File: src/hdl/periph_irq_pkg.sv
// Package with register map, field positions and types of the peripheral interrupt block
package periph_irq_pkg;
	localparam logic [11:0] ENABLE_OFFSET   = 12'h08c;
	localparam logic [11:0] FLAG_OFFSET     = 12'h00c;
	localparam logic [11:0] CONTROL_OFFSET  = 12'h100;
	localparam logic [11:0] STATUS_OFFSET   = 12'h104;
	localparam logic [11:0] CLEAR_OFFSET    = 12'h108;
	localparam logic [11:0] IRQ_EN_OFFSET   = 12'h10c;
	localparam int          LCD_BIT         = 7;
	localparam int          CONV_BIT        = 6;
	localparam int          SERIAL_BIT      = 3;
	localparam int          CAPCMP_BIT      = 2;
	localparam int          PERIOD_BIT      = 1;
	localparam int          OVERFLOW_BIT    = 0;
	localparam int          GLOBAL_BIT      = 7;
	localparam int          GROUP_BIT       = 6;
	localparam logic [7:0]  IMPL_MASK       = 8'hcf;
	localparam logic [7:0]  CONTROL_MASK    = 8'hc0;
	localparam logic [7:0]  REG_RESET       = 8'h00;
	localparam logic [1:0]  RESP_OKAY       = 2'b00;
	localparam logic [1:0]  RESP_SLVERR     = 2'b10;
	localparam int          STATUS_PENDING  = 0;
	localparam int          STATUS_NEWFLAG  = 1;
	localparam logic [1:0]  STATUS_MASK     = 2'b11;

	typedef struct packed {
		logic       valid;
		logic [1:0] resp;
	} bus_resp_t;

	typedef struct packed {
		logic        valid;
		logic [31:0] data;
		logic [1:0]  resp;
	} bus_rdata_t;
endpackage

File: src/hdl/periph_irq.sv
// Peripheral interrupt enable and flag registers behind an AXI4-Lite slave
//
// The implementer's own choice: the AXI4-Lite interface to the registers.
`timescale 1ns/1ps
// Behaviour
// - bit 7 enable gates LCD request
// - bit 6 enable gates converter request
// - one flag bit per peripheral source
// - flags set regardless of any enable
// - group enable bit 6 required for request
// - flags stay set until software clears
module periph_irq
	import periph_irq_pkg::*;
(
	// Clock and reset
	input  wire logic        clk,
	input  wire logic        rst_n,
	// AXI4-Lite write address and data
	input  wire logic [11:0] s_axi_awaddr,
	input  wire logic        s_axi_awvalid,
	output logic             s_axi_awready,
	input  wire logic [31:0] s_axi_wdata,
	input  wire logic [3:0]  s_axi_wstrb,
	input  wire logic        s_axi_wvalid,
	output logic             s_axi_wready,
	// AXI4-Lite write response
	output logic [1:0]       s_axi_bresp,
	output logic             s_axi_bvalid,
	input  wire logic        s_axi_bready,
	// AXI4-Lite read
	input  wire logic [11:0] s_axi_araddr,
	input  wire logic        s_axi_arvalid,
	output logic             s_axi_arready,
	output logic [31:0]      s_axi_rdata,
	output logic [1:0]       s_axi_rresp,
	output logic             s_axi_rvalid,
	input  wire logic        s_axi_rready,
	// Peripheral condition pulses, bit order as the flag register
	input  wire logic [7:0]  periph_event,
	// Request to the core and block interrupt
	output logic             periph_irq_req,
	output logic             irq
);
	logic [7:0]  peripheral_irq_enable_reg;
	logic [7:0]  peripheral_irq_flag_reg;
	logic [7:0]  irq_control_reg;
	logic [1:0]  status_reg;
	logic [1:0]  irq_en_reg;
	logic [11:0] aw_addr_reg;
	logic        aw_have_reg;
	logic [31:0] w_data_reg;
	logic [3:0]  w_strb_reg;
	logic        w_have_reg;
	bus_resp_t   b_reg;
	bus_rdata_t  r_reg;
	logic        wr_fire;
	logic        wr_lane0;
	logic        flag_wr;
	logic        clear_wr;
	logic [7:0]  event_in;
	logic [7:0]  pending;
	logic        req_next;
	logic [1:0]  status_evt;

	assign s_axi_bvalid = b_reg.valid;
	assign s_axi_bresp  = b_reg.resp;
	assign s_axi_rvalid = r_reg.valid;
	assign s_axi_rdata  = r_reg.data;
	assign s_axi_rresp  = r_reg.resp;

	// Write channel capture, address and data in either order
	assign wr_fire  = aw_have_reg && w_have_reg && !b_reg.valid;
	assign wr_lane0 = wr_fire && w_strb_reg[0];

	always_ff @(posedge clk or negedge rst_n) begin
		if (!rst_n) begin
			aw_have_reg   <= 1'b0;
			aw_addr_reg   <= 12'h000;
			s_axi_awready <= 1'b0;
		end else if (wr_fire) begin
			aw_have_reg   <= 1'b0;
			s_axi_awready <= 1'b0;
		end else if (s_axi_awvalid && s_axi_awready) begin
			aw_have_reg   <= 1'b1;
			aw_addr_reg   <= s_axi_awaddr;
			s_axi_awready <= 1'b0;
		end else begin
			s_axi_awready <= !aw_have_reg && !s_axi_awready && s_axi_awvalid;
		end
	end

	always_ff @(posedge clk or negedge rst_n) begin
		if (!rst_n) begin
			w_have_reg   <= 1'b0;
			w_data_reg   <= 32'h0000_0000;
			w_strb_reg   <= 4'h0;
			s_axi_wready <= 1'b0;
		end else if (wr_fire) begin
			w_have_reg   <= 1'b0;
			s_axi_wready <= 1'b0;
		end else if (s_axi_wvalid && s_axi_wready) begin
			w_have_reg   <= 1'b1;
			w_data_reg   <= s_axi_wdata;
			w_strb_reg   <= s_axi_wstrb;
			s_axi_wready <= 1'b0;
		end else begin
			s_axi_wready <= !w_have_reg && !s_axi_wready && s_axi_wvalid;
		end
	end

	always_ff @(posedge clk or negedge rst_n) begin
		if (!rst_n) begin
			b_reg <= '{valid: 1'b0, resp: RESP_OKAY};
		end else if (wr_fire) begin
			b_reg.valid <= 1'b1;
			unique case (aw_addr_reg)
				ENABLE_OFFSET, FLAG_OFFSET, CONTROL_OFFSET, STATUS_OFFSET,
				CLEAR_OFFSET, IRQ_EN_OFFSET: b_reg.resp <= RESP_OKAY;
				default:                     b_reg.resp <= RESP_SLVERR;
			endcase
		end else if (s_axi_bready) begin
			b_reg.valid <= 1'b0;
		end
	end

	// Register writes
	always_ff @(posedge clk or negedge rst_n) begin
		if (!rst_n) begin
			peripheral_irq_enable_reg <= REG_RESET;
		end else if (wr_lane0 && aw_addr_reg == ENABLE_OFFSET) begin
			peripheral_irq_enable_reg <= w_data_reg[7:0] & IMPL_MASK;
		end
	end

	always_ff @(posedge clk or negedge rst_n) begin
		if (!rst_n) begin
			irq_control_reg <= REG_RESET;
		end else if (wr_lane0 && aw_addr_reg == CONTROL_OFFSET) begin
			irq_control_reg <= w_data_reg[7:0] & CONTROL_MASK;
		end
	end

	always_ff @(posedge clk or negedge rst_n) begin
		if (!rst_n) begin
			irq_en_reg <= 2'b00;
		end else if (wr_lane0 && aw_addr_reg == IRQ_EN_OFFSET) begin
			irq_en_reg <= w_data_reg[1:0] & STATUS_MASK;
		end
	end

	// Flags: set by condition, hold until software writes zero; set wins
	assign event_in = periph_event & IMPL_MASK;
	assign flag_wr  = wr_lane0 && aw_addr_reg == FLAG_OFFSET;

	always_ff @(posedge clk or negedge rst_n) begin
		if (!rst_n) begin
			peripheral_irq_flag_reg <= REG_RESET;
		end else if (flag_wr) begin
			peripheral_irq_flag_reg <= (w_data_reg[7:0] & IMPL_MASK) | event_in;
		end else begin
			peripheral_irq_flag_reg <= peripheral_irq_flag_reg | event_in;
		end
	end

	// Gating: enable per source, then group enable
	assign pending  = peripheral_irq_flag_reg & peripheral_irq_enable_reg;
	assign req_next = |pending && irq_control_reg[GROUP_BIT];

	always_ff @(posedge clk or negedge rst_n) begin
		if (!rst_n) begin
			periph_irq_req <= 1'b0;
		end else begin
			periph_irq_req <= req_next;
		end
	end

	// Sticky block status: request seen, new flag seen
	assign clear_wr   = wr_lane0 && aw_addr_reg == CLEAR_OFFSET;
	assign status_evt = {|event_in, req_next};

	always_ff @(posedge clk or negedge rst_n) begin
		if (!rst_n) begin
			status_reg <= 2'b00;
		end else if (clear_wr) begin
			status_reg <= (status_reg & ~w_data_reg[1:0]) | status_evt;
		end else begin
			status_reg <= status_reg | status_evt;
		end
	end

	always_ff @(posedge clk or negedge rst_n) begin
		if (!rst_n) begin
			irq <= 1'b0;
		end else begin
			irq <= |(status_reg & irq_en_reg);
		end
	end

	// Read channel, one cycle after address is taken
	always_ff @(posedge clk or negedge rst_n) begin
		if (!rst_n) begin
			s_axi_arready <= 1'b0;
		end else begin
			s_axi_arready <= s_axi_arvalid && !s_axi_arready && !r_reg.valid;
		end
	end

	always_ff @(posedge clk or negedge rst_n) begin
		if (!rst_n) begin
			r_reg <= '{valid: 1'b0, data: 32'h0000_0000, resp: RESP_OKAY};
		end else if (s_axi_arvalid && s_axi_arready) begin
			r_reg.valid <= 1'b1;
			r_reg.resp  <= RESP_OKAY;
			unique case (s_axi_araddr)
				ENABLE_OFFSET:  r_reg.data <= {24'h000000, peripheral_irq_enable_reg};
				FLAG_OFFSET:    r_reg.data <= {24'h000000, peripheral_irq_flag_reg};
				CONTROL_OFFSET: r_reg.data <= {24'h000000, irq_control_reg};
				STATUS_OFFSET:  r_reg.data <= {30'h0, status_reg};
				CLEAR_OFFSET:   r_reg.data <= 32'h0000_0000;
				IRQ_EN_OFFSET:  r_reg.data <= {30'h0, irq_en_reg};
				default: begin
					r_reg.data <= 32'h0000_0000;
					r_reg.resp <= RESP_SLVERR;
				end
			endcase
		end else if (s_axi_rready) begin
			r_reg.valid <= 1'b0;
		end
	end

	// Checks
	property p_flag_sets;
		@(posedge clk) disable iff (!rst_n)
		periph_event[LCD_BIT] |=> peripheral_irq_flag_reg[LCD_BIT];
	endproperty
	a_flag_sets: assert property (p_flag_sets) else $error("flag not set");

	property p_flag_holds;
		@(posedge clk) disable iff (!rst_n)
		(peripheral_irq_flag_reg[CONV_BIT] && !flag_wr) |=> peripheral_irq_flag_reg[CONV_BIT];
	endproperty
	a_flag_holds: assert property (p_flag_holds) else $error("flag dropped");

	property p_lcd_gate;
		@(posedge clk) disable iff (!rst_n)
		(peripheral_irq_flag_reg[LCD_BIT] && !peripheral_irq_enable_reg[LCD_BIT]
			&& (peripheral_irq_flag_reg & peripheral_irq_enable_reg) == 8'h00)
			|=> !periph_irq_req;
	endproperty
	a_lcd_gate: assert property (p_lcd_gate) else $error("lcd not gated");

	property p_capcmp_block;
		@(posedge clk) disable iff (!rst_n)
		(peripheral_irq_flag_reg[CAPCMP_BIT] && !peripheral_irq_enable_reg[CAPCMP_BIT]
			&& (peripheral_irq_flag_reg & peripheral_irq_enable_reg) == 8'h00)
			|=> !periph_irq_req;
	endproperty
	a_capcmp_block: assert property (p_capcmp_block) else $error("capcmp not gated");

	property p_serial_pass;
		@(posedge clk) disable iff (!rst_n)
		(peripheral_irq_flag_reg[SERIAL_BIT] && peripheral_irq_enable_reg[SERIAL_BIT]
			&& irq_control_reg[GROUP_BIT]) |=> periph_irq_req;
	endproperty
	a_serial_pass: assert property (p_serial_pass) else $error("serial blocked");

	property p_period_pass;
		@(posedge clk) disable iff (!rst_n)
		(peripheral_irq_flag_reg[PERIOD_BIT] && peripheral_irq_enable_reg[PERIOD_BIT]
			&& irq_control_reg[GROUP_BIT]) |=> periph_irq_req;
	endproperty
	a_period_pass: assert property (p_period_pass) else $error("period blocked");

	property p_conv_pass;
		@(posedge clk) disable iff (!rst_n)
		(peripheral_irq_flag_reg[CONV_BIT] && peripheral_irq_enable_reg[CONV_BIT]
			&& irq_control_reg[GROUP_BIT]) |=> periph_irq_req;
	endproperty
	a_conv_pass: assert property (p_conv_pass) else $error("converter blocked");

	property p_group;
		@(posedge clk) disable iff (!rst_n)
		!irq_control_reg[GROUP_BIT] |=> !periph_irq_req;
	endproperty
	a_group: assert property (p_group) else $error("group gate open");

	property p_unused_bits;
		@(posedge clk) disable iff (!rst_n)
		peripheral_irq_enable_reg[5:4] == 2'b00 && peripheral_irq_flag_reg[5:4] == 2'b00;
	endproperty
	a_unused_bits: assert property (p_unused_bits) else $error("unused bit set");

	property p_low_pass;
		@(posedge clk) disable iff (!rst_n)
		(peripheral_irq_flag_reg[OVERFLOW_BIT] && peripheral_irq_enable_reg[OVERFLOW_BIT]
			&& irq_control_reg[GROUP_BIT]) |=> periph_irq_req;
	endproperty
	a_low_pass: assert property (p_low_pass) else $error("overflow blocked");

	property p_no_self_clear;
		@(posedge clk) disable iff (!rst_n)
		!flag_wr |=> (peripheral_irq_flag_reg & $past(peripheral_irq_flag_reg))
			== $past(peripheral_irq_flag_reg);
	endproperty
	a_no_self_clear: assert property (p_no_self_clear) else $error("flag cleared");

	property p_irq_high;
		@(posedge clk) disable iff (!rst_n)
		(|(status_reg & irq_en_reg)) |=> irq;
	endproperty
	a_irq_high: assert property (p_irq_high) else $error("irq missing");

	property p_irq_low;
		@(posedge clk) disable iff (!rst_n)
		!(|(status_reg & irq_en_reg)) |=> !irq;
	endproperty
	a_irq_low: assert property (p_irq_low) else $error("irq without cause");
endmodule

File: config.mk
export PLATFORM = sky130hd
export DESIGN_NAME = periph_irq
export DESIGN_NICKNAME = d
export VERILOG_FILES = /design/src/hdl/periph_irq_pkg.sv /design/src/hdl/periph_irq.sv
export SDC_FILE = /design/constraint.sdc
export NUM_CORES = 1
export LEC_CHECK = 0
export BUFFER_PORTS_ARGS = -buffer_cell sky130_fd_sc_hd__buf_2
export CAP_MARGIN = 20
export CORE_MARGIN = 2
export CORE_UTILIZATION = 47
export DETAILED_ROUTE_END_ITERATION = 12
export HOLD_SLACK_MARGIN = 0.08
export PLACE_DENSITY = 0.77
export SETUP_SLACK_MARGIN = 0.2
export SYNTH_ARGS = -nofsm -noshare
export SYNTH_HDL_FRONTEND = slang
export SYNTH_SLANG_ARGS = --single-unit
File: constraint.sdc
create_clock -name clk -period 2.4 [get_ports clk]
set_input_delay 0.12 -clock clk [delete_from_list [all_inputs] [get_ports clk]]
set_output_delay 0.12 -clock clk [all_outputs]
set_load 0.1 [all_outputs]
==> metrics.txt, run 1 <==
part of the cycle the worst path needs between 80% and 90%; async set or reset register ratio after synthesis 100%; Die Area around 0.0062 mm2; global-route wire length before repair 9100 um; number of placed instances, taps included 347; via count of the first global-routing pass 1866; Lkg Pwr around 1.6 nW; class of the tightest hold or removal check input pin to register; startpoint-to-endpoint class of the critical path register to register; total standard cell area after synthesis between 0.002 and 0.003 mm2; share of the synthesized area in compound gates (AO/OA/AOI/OAI) ~7.4%; RSZ-0062 raised after global routing false; run status finished clean; main combinational cell family by area after synthesis multiplexers; placeable core region about 0.0055 mm2; cell family with most CP delay simple AND/OR/NAND/NOR gates; data arrival at the endpoint of the critical path 2.33 ns; final hold violation count 0; GR peak layer met2; clock buffer depth 2; Crit path buffers/inverters 1; number of antenna violations at the first check in global routing 0; distinct cell type count of the synthesized netlist 40; sequential-to-total area share from yosys stat between 50% and 60%; max reg flops 12; remaining design rule violation count 0; number of top-level pins 118; Slew @ Worst Pin between 0.7 and 0.8 ns; share of cell area taken by muxes after synthesis approximately 18%; multi-input logic area roughly 0.0011 mm2; cell-by-cell listing of the critical path nor4_4 > nand4_4 > o41ai_2 > nand3_1 > dlygate4sd3_1; Post-Route Setup TNS 0 ns; dominant register cell in the synthesized netlist sky130_fd_sc_hd__dfrtp_1; register cell area after layout 0.00138 mm2; CP Capture Type register; GR met3 Demand/Resource about 4.5%; flip-flop and latch count after synthesis 55; clock skew roughly 0.0042 ns; clock tree from TritonCTS built; CP Launch Type register; routed wire length per instance around 14 um; routed via count around 1900; fraction of layout instances using a drive strength above 1 between 30 and 40%; Finish-stage setup viols 0; number of nets with antenna violations after routing 0; Synth Warn # 0; total global-route track usage 19.1%; clock-pin slew of the registers on the worst-case setup and hold paths around 0.09 ns; Syn Area/Cell about 12 um2; Initial DRC Count ~110; Synth Area in Adders 0%; maximum number of pins on one net before global-route repair just over 40; number of enable flip-flop cells after synthesis 0; Power per Cell Area between 800 and 900 mW/mm2; final critical-path required period ~2.1 ns; final std cell area, no fill between 0.003 and 0.004 mm2; worst skew pair latency between 0.3 and 0.4 ns; Pwr Total a little under 3 mW; biggest fanout along the worst timing path 6; Nets between 300 and 400; number of CTS-inserted buffers 5; Mapped Cells 217; Worst EP required 2.60 ns; die extent in y 78.9 um; CP max-delay cell sky130_fd_sc_hd__dlygate4sd3_1; wire length reported by the detailed router about 5500 um; routability-driven placement congestion ratio approximately 0.76; worst relative slew slack between 50% and 60%; fillers 455; FP Rows 27; post-synthesis simple-gate area fraction roughly an eighth; remaining global-route overflow 0; xor and xnor fraction of the mapped netlist area 0%; number of detailed-route iterations in the first pass 5; clk sink count between 50 and 60; width of the die roughly 79 um; Fmax achieved roughly 470 MHz; hpwl dp roughly 3700 um; met2 routing resource usage after global routing roughly 30%; GR met1 Demand/Resource approximately a quarter; post-synth top area cell sky130_fd_sc_hd__dfrtp_1; total cell area at the placement stage between 0.002 and 0.003 mm2; number of cells in the finished layout apart from fillers approximately 390; Clk Tree Root Cell sky130_fd_sc_hd__clkbuf_8; Area growth, synth to finish 25.7%; count of antenna diodes in the layout 0; number of maximum-capacitance violations 0; Initial Util about half; Port-buffer cells 60; stage delay of the slowest cell on the critical path 0.57 ns; number of pins exceeding their max-slew limit in the final report 0; via density per instance about 5; VDD IR max around 740 uV; cell types with the largest area share after synthesis sky130_fd_sc_hd__dfrtp_1 (52%), sky130_fd_sc_hd__mux2_2 (11%), sky130_fd_sc_hd__buf_4 (7.7%); CTS HTree Levels 2; area share of the largest cell type after synthesis 52.1%
[cell type report]
class                   count  share of cell area [%]
flip-flops and latches     55                    41.6
multi-input cells         151                    33.7
repair buffers             95                    19.1
well taps                  72                    2.71
clock buffers               7                    2.30
inverters                   4                   0.452
clock inverters             1                   0.151
[per-stage QoR]
step / hold WS (ns) / util, % / worst slack [ns]
global placement: 0.0412 / 53.6 / 0.418
global route: 0.105 / 60.6 / 0.188
finish: 0.110 / 60.6 / 0.266
detailed placement: 0.0587 / 53.6 / 0.393
floorplan: -0.176 / - / 0.223
CTS: 0.113 / 60.2 / 0.254
[metal layers]
metal	up-vias	part of all wire (%)	routed length, um
met5	-	0	0
met4	0	2.9	156
met3	16	6.8	371
met2	88	46	2500
met1	926	45	2440
li1	917	-	-
[power breakdown]
group | total [mW] | internal (mW) | leakage [nW] | switching, mW
Sequential | 1.39 | 1.15 | 0.670 | 0.237
Clock | 0.493 | 0.206 | 0.0422 | 0.288
Combinational | 1.05 | 0.342 | 0.848 | 0.708
Total | 2.93 | 1.70 | 1.56 | 1.23
[logic make-up (layout without fill, tap and decap cells)]
logic type	Yosys count	count (layout)
DFF	55	55
buffers and inverters	36	107
other	1	26
and+or+nand+nor	56	56
muxes	41	41
AOI/OAI and AO/OA	28	28
[worst paths after layout]
| path | from | to | slack (ns) | depth (start not counted) |
|---|---|---|---|---|
| worst max-delay path | aw_addr_reg[10] | status_reg[1] | 0.27 | 5 |
| worst min-delay path | periph_event[6] | peripheral_irq_flag_reg[6] | 0.11 | 3 |
| worst max register to register | aw_addr_reg[10] | status_reg[1] | 0.27 | 5 |
| worst min register to register | w_have_reg | s_axi_wready | 0.46 | 1 |
| max in group asynchronous | rst_n | peripheral_irq_flag_reg[6] | 1.34 | 3 |
| min in group asynchronous | rst_n | aw_addr_reg[6] | 0.24 | 2 |
[tightest hold or removal path, cell delays in order]
cell and delay [ns]:
sky130_fd_sc_hd__buf_2 0.10, sky130_fd_sc_hd__nor2_1 0.04, sky130_fd_sc_hd__mux2i_1 0.11
[what timing repair did]
action,4_1_cts,5_1_grt
resized for setup,0,1
buffers inserted,0,2
hold endpoints to repair,43,0
hold buffers,28,0
endpoints found under the setup margin,0,1
[synthesized netlist by cell type, types with 2 or more instances]
master / n
sky130_fd_sc_hd__nor2_1: 20
sky130_fd_sc_hd__clkbuf_1: 2
sky130_fd_sc_hd__a22o_1: 3
sky130_fd_sc_hd__a21oi_1: 4
sky130_fd_sc_hd__nor4_1: 3
sky130_fd_sc_hd__mux2i_1: 10
sky130_fd_sc_hd__o21ai_0: 4
sky130_fd_sc_hd__buf_4: 27
sky130_fd_sc_hd__o22ai_1: 2
sky130_fd_sc_hd__inv_1: 4
sky130_fd_sc_hd__nor4_4: 2
sky130_fd_sc_hd__nor3_1: 3
sky130_fd_sc_hd__mux2_2: 25
sky130_fd_sc_hd__nand2b_1: 2
sky130_fd_sc_hd__a22oi_1: 3
sky130_fd_sc_hd__nor3b_1: 3
sky130_fd_sc_hd__a32oi_1: 4
sky130_fd_sc_hd__buf_2: 2
sky130_fd_sc_hd__mux2_4: 6
sky130_fd_sc_hd__nand2_1: 11
sky130_fd_sc_hd__o41ai_1: 2
sky130_fd_sc_hd__a31oi_1: 3
sky130_fd_sc_hd__dfrtp_1: 55
[cells in the final DEF (no fill, tap or decap), types with 2 or more instances in the layout]
cell type,instances
sky130_fd_sc_hd__nand2_1,11
sky130_fd_sc_hd__nor4_1,3
sky130_fd_sc_hd__buf_4,7
sky130_fd_sc_hd__a32oi_1,4
sky130_fd_sc_hd__a22oi_1,3
sky130_fd_sc_hd__nor3b_1,3
sky130_fd_sc_hd__nor4_4,2
sky130_fd_sc_hd__conb_1,26
sky130_fd_sc_hd__clkbuf_8,5
sky130_fd_sc_hd__a31oi_1,3
sky130_fd_sc_hd__a22o_1,3
sky130_fd_sc_hd__nor2_1,20
sky130_fd_sc_hd__o22ai_1,2
sky130_fd_sc_hd__nand2b_1,2
sky130_fd_sc_hd__o21ai_0,4
sky130_fd_sc_hd__mux2i_1,10
sky130_fd_sc_hd__buf_2,60
sky130_fd_sc_hd__a21oi_1,4
sky130_fd_sc_hd__nor3_1,3
sky130_fd_sc_hd__dlygate4sd3_1,28
sky130_fd_sc_hd__dfrtp_1,54
sky130_fd_sc_hd__clkbuf_1,2
sky130_fd_sc_hd__inv_1,4
sky130_fd_sc_hd__mux2_4,6
sky130_fd_sc_hd__mux2_2,25
Note: power is estimated with default switching activity, not from simulation.
==> run 2: changes to the inputs <==
Settings changed: CORE_UTILIZATION 47 to 49, CTS_BUF_LIST from default to sky130_fd_sc_hd__clkbuf_4, PLACE_DENSITY 0.77 to 0.8.
==> metrics.txt, run 2 (synthesis gave the netlist of run 1 again) <==
routability-driven placement congestion ratio around 0.81; hpwl dp about 3700 um; number of nets with antenna violations after routing 0; number of maximum-capacitance violations 0; Slew @ Worst Pin roughly 0.70 ns; Area growth, synth to finish 27.2%; proportion of total power due to net switching 43.5%; number of pins exceeding their max-slew limit in the final report 0; worst skew pair latency 0.38 ns; number of detailed-route iterations in the first pass 4; Switch Pwr around 1.2 mW; cell-by-cell listing of the critical path nor4_4 > nand4_4 > buf_4 > or4b_4 > mux2_4; Finish-stage setup viols 0; routed wire length per instance 14.3 um; worst relative slew slack about 54%; run status finished clean; most frequent standard cell in the layout excluding fill and tap cells sky130_fd_sc_hd__buf_2; maximum number of pins on one net before global-route repair 56; Nets just under 400; CTS HTree Levels 2; placeable core region slightly above 0.005 mm2; Power per Cell Area roughly 840 mW/mm2; Setup crit start aw_addr_reg[10]; Clk Tree Root Cell sky130_fd_sc_hd__clkbuf_4; multi-input logic area between 0.001 and 0.0015 mm2; class of the tightest hold or removal check input pin to register; number of antenna violations at the first check in global routing 0; final critical-path required period 2.14 ns; number of top-level pins 118; VDD IR max ~500 uV; Lkg Pwr ~1.6 nW; clock buffer depth 2; CP max-delay cell sky130_fd_sc_hd__or4b_4; fillers 405; die extent in y about 77 um; width of the die ~77 um; wire length reported by the detailed router around 5600 um; CP Launch Type register; most used cells in the layout excluding fill and tap cells sky130_fd_sc_hd__buf_2 (60), sky130_fd_sc_hd__dfrtp_1 (54), sky130_fd_sc_hd__dlygate4sd3_1 (33); Hold WS 0.0915 ns; total global-route track usage 18.8%; internal portion of total power ~1.6 mW; via density per instance between 5 and 6; part of the cycle the worst path needs about nine tenths; startpoint-to-endpoint class of the critical path register to register; register cell area after layout 0.00138 mm2; R2R Path Start aw_addr_reg[10]; count of antenna diodes in the layout 0; Port-buffer cells 60; clock-pin slew of the registers on the worst-case setup and hold paths 0.16 ns; stage delay of the slowest cell on the critical path ~0.57 ns; clk sink count 55; data arrival at the endpoint of the critical path roughly 2.4 ns; Logic pwr share a little over a third; number of CTS-inserted buffers 5; global-route wire length before repair approximately 8900 um; final core utilization 65.3%; max reg flops 12; via count of the first global-routing pass ~1800; clock tree from TritonCTS built; CP Capture Type register; biggest fanout along the worst timing path 6; routed via count approximately 2000; Die Area roughly 0.006 mm2; critical hold path startpoint s_axi_araddr[2]; Post-Route Setup TNS 0 ns; power share of the clock group 14.5%; clock skew around 0.0060 ns; RSZ-0062 raised after global routing false; final hold violation count 0; Initial Util 51.4%; FP Rows 26; fraction of layout instances using a drive strength above 1 a little over a third; Fmax achieved 468 MHz; remaining global-route overflow 0; remaining design rule violation count 0; Initial DRC Count 103; share of total power in sequential cells approximately half; Worst EP required roughly 2.7 ns
==> run 2: area by class of cell <==
cell class	instances	area share (%)
inverter	4	0.447
multi-input combinational	151	33.3
clock buffer	5	1.12
clock inverter	3	0.596
timing repair buffer	102	20.8
sequential	55	41.1
tap	70	2.61
==> run 2: power by group through the flow <==
stage | logic, mW | registers [mW] | clock network [mW]
after floorplan | 0.580 | 1.63 | 0
after global placement | 0.968 | 1.38 | 0
after detailed placement | 0.990 | 1.40 | 0
after CTS | 1.03 | 1.38 | 0.417
after global routing | 1.10 | 1.42 | 0.452
final | 1.04 | 1.39 | 0.409
==> run 2: final timing paths <==
check,endpoint,slack (ns),cells past startpoint
min in group asynchronous,s_axi_bresp[1],0.37,3
hold reg to reg,s_axi_wready,0.46,1
setup reg to reg,peripheral_irq_enable_reg[0],0.26,5
setup / recovery,peripheral_irq_enable_reg[0],0.26,5
hold / removal,s_axi_rdata[0],0.09,3
max in group asynchronous,s_axi_bvalid,1.50,3
==> run 2: per-stage QoR <==
stage	power, mW	setup WS [ns]	area (um2)	instances
2_1_floorplan	2.21	0.223	2740	242
3_3_place_gp	2.35	0.429	2930	345
3_5_place_dp	2.39	0.385	2930	345
4_1_cts	2.83	0.217	3320	386
5_1_grt	2.97	0.196	3360	390
6_report	2.83	0.264	3360	390
==> run 2: timing repair <==
action / in CTS / in global routing
gates resized for setup: 0 / 1
hold buffers: 33 / 0
buffers inserted: 0 / 4
setup endpoints to repair: 0 / 1
endpoints found under the hold margin: 90 / 0
==> run 2: per-layer routing <==
layer / part of all wire, % / GRT usage, %
met5: 0 / 0
met4: 1.5 / 6.96
met3: 5.6 / 3.95
met2: 49 / 31.2
met1: 44 / 24.3
==> run 2: worst max-delay path, delay by kind of cell (launching register included) <==
kind | cells | cell delay, ns
and+or+nand+nor | 3 | 1.09
DFF | 1 | 0.45
muxes | 1 | 0.33
buffers and inverters | 1 | 0.17
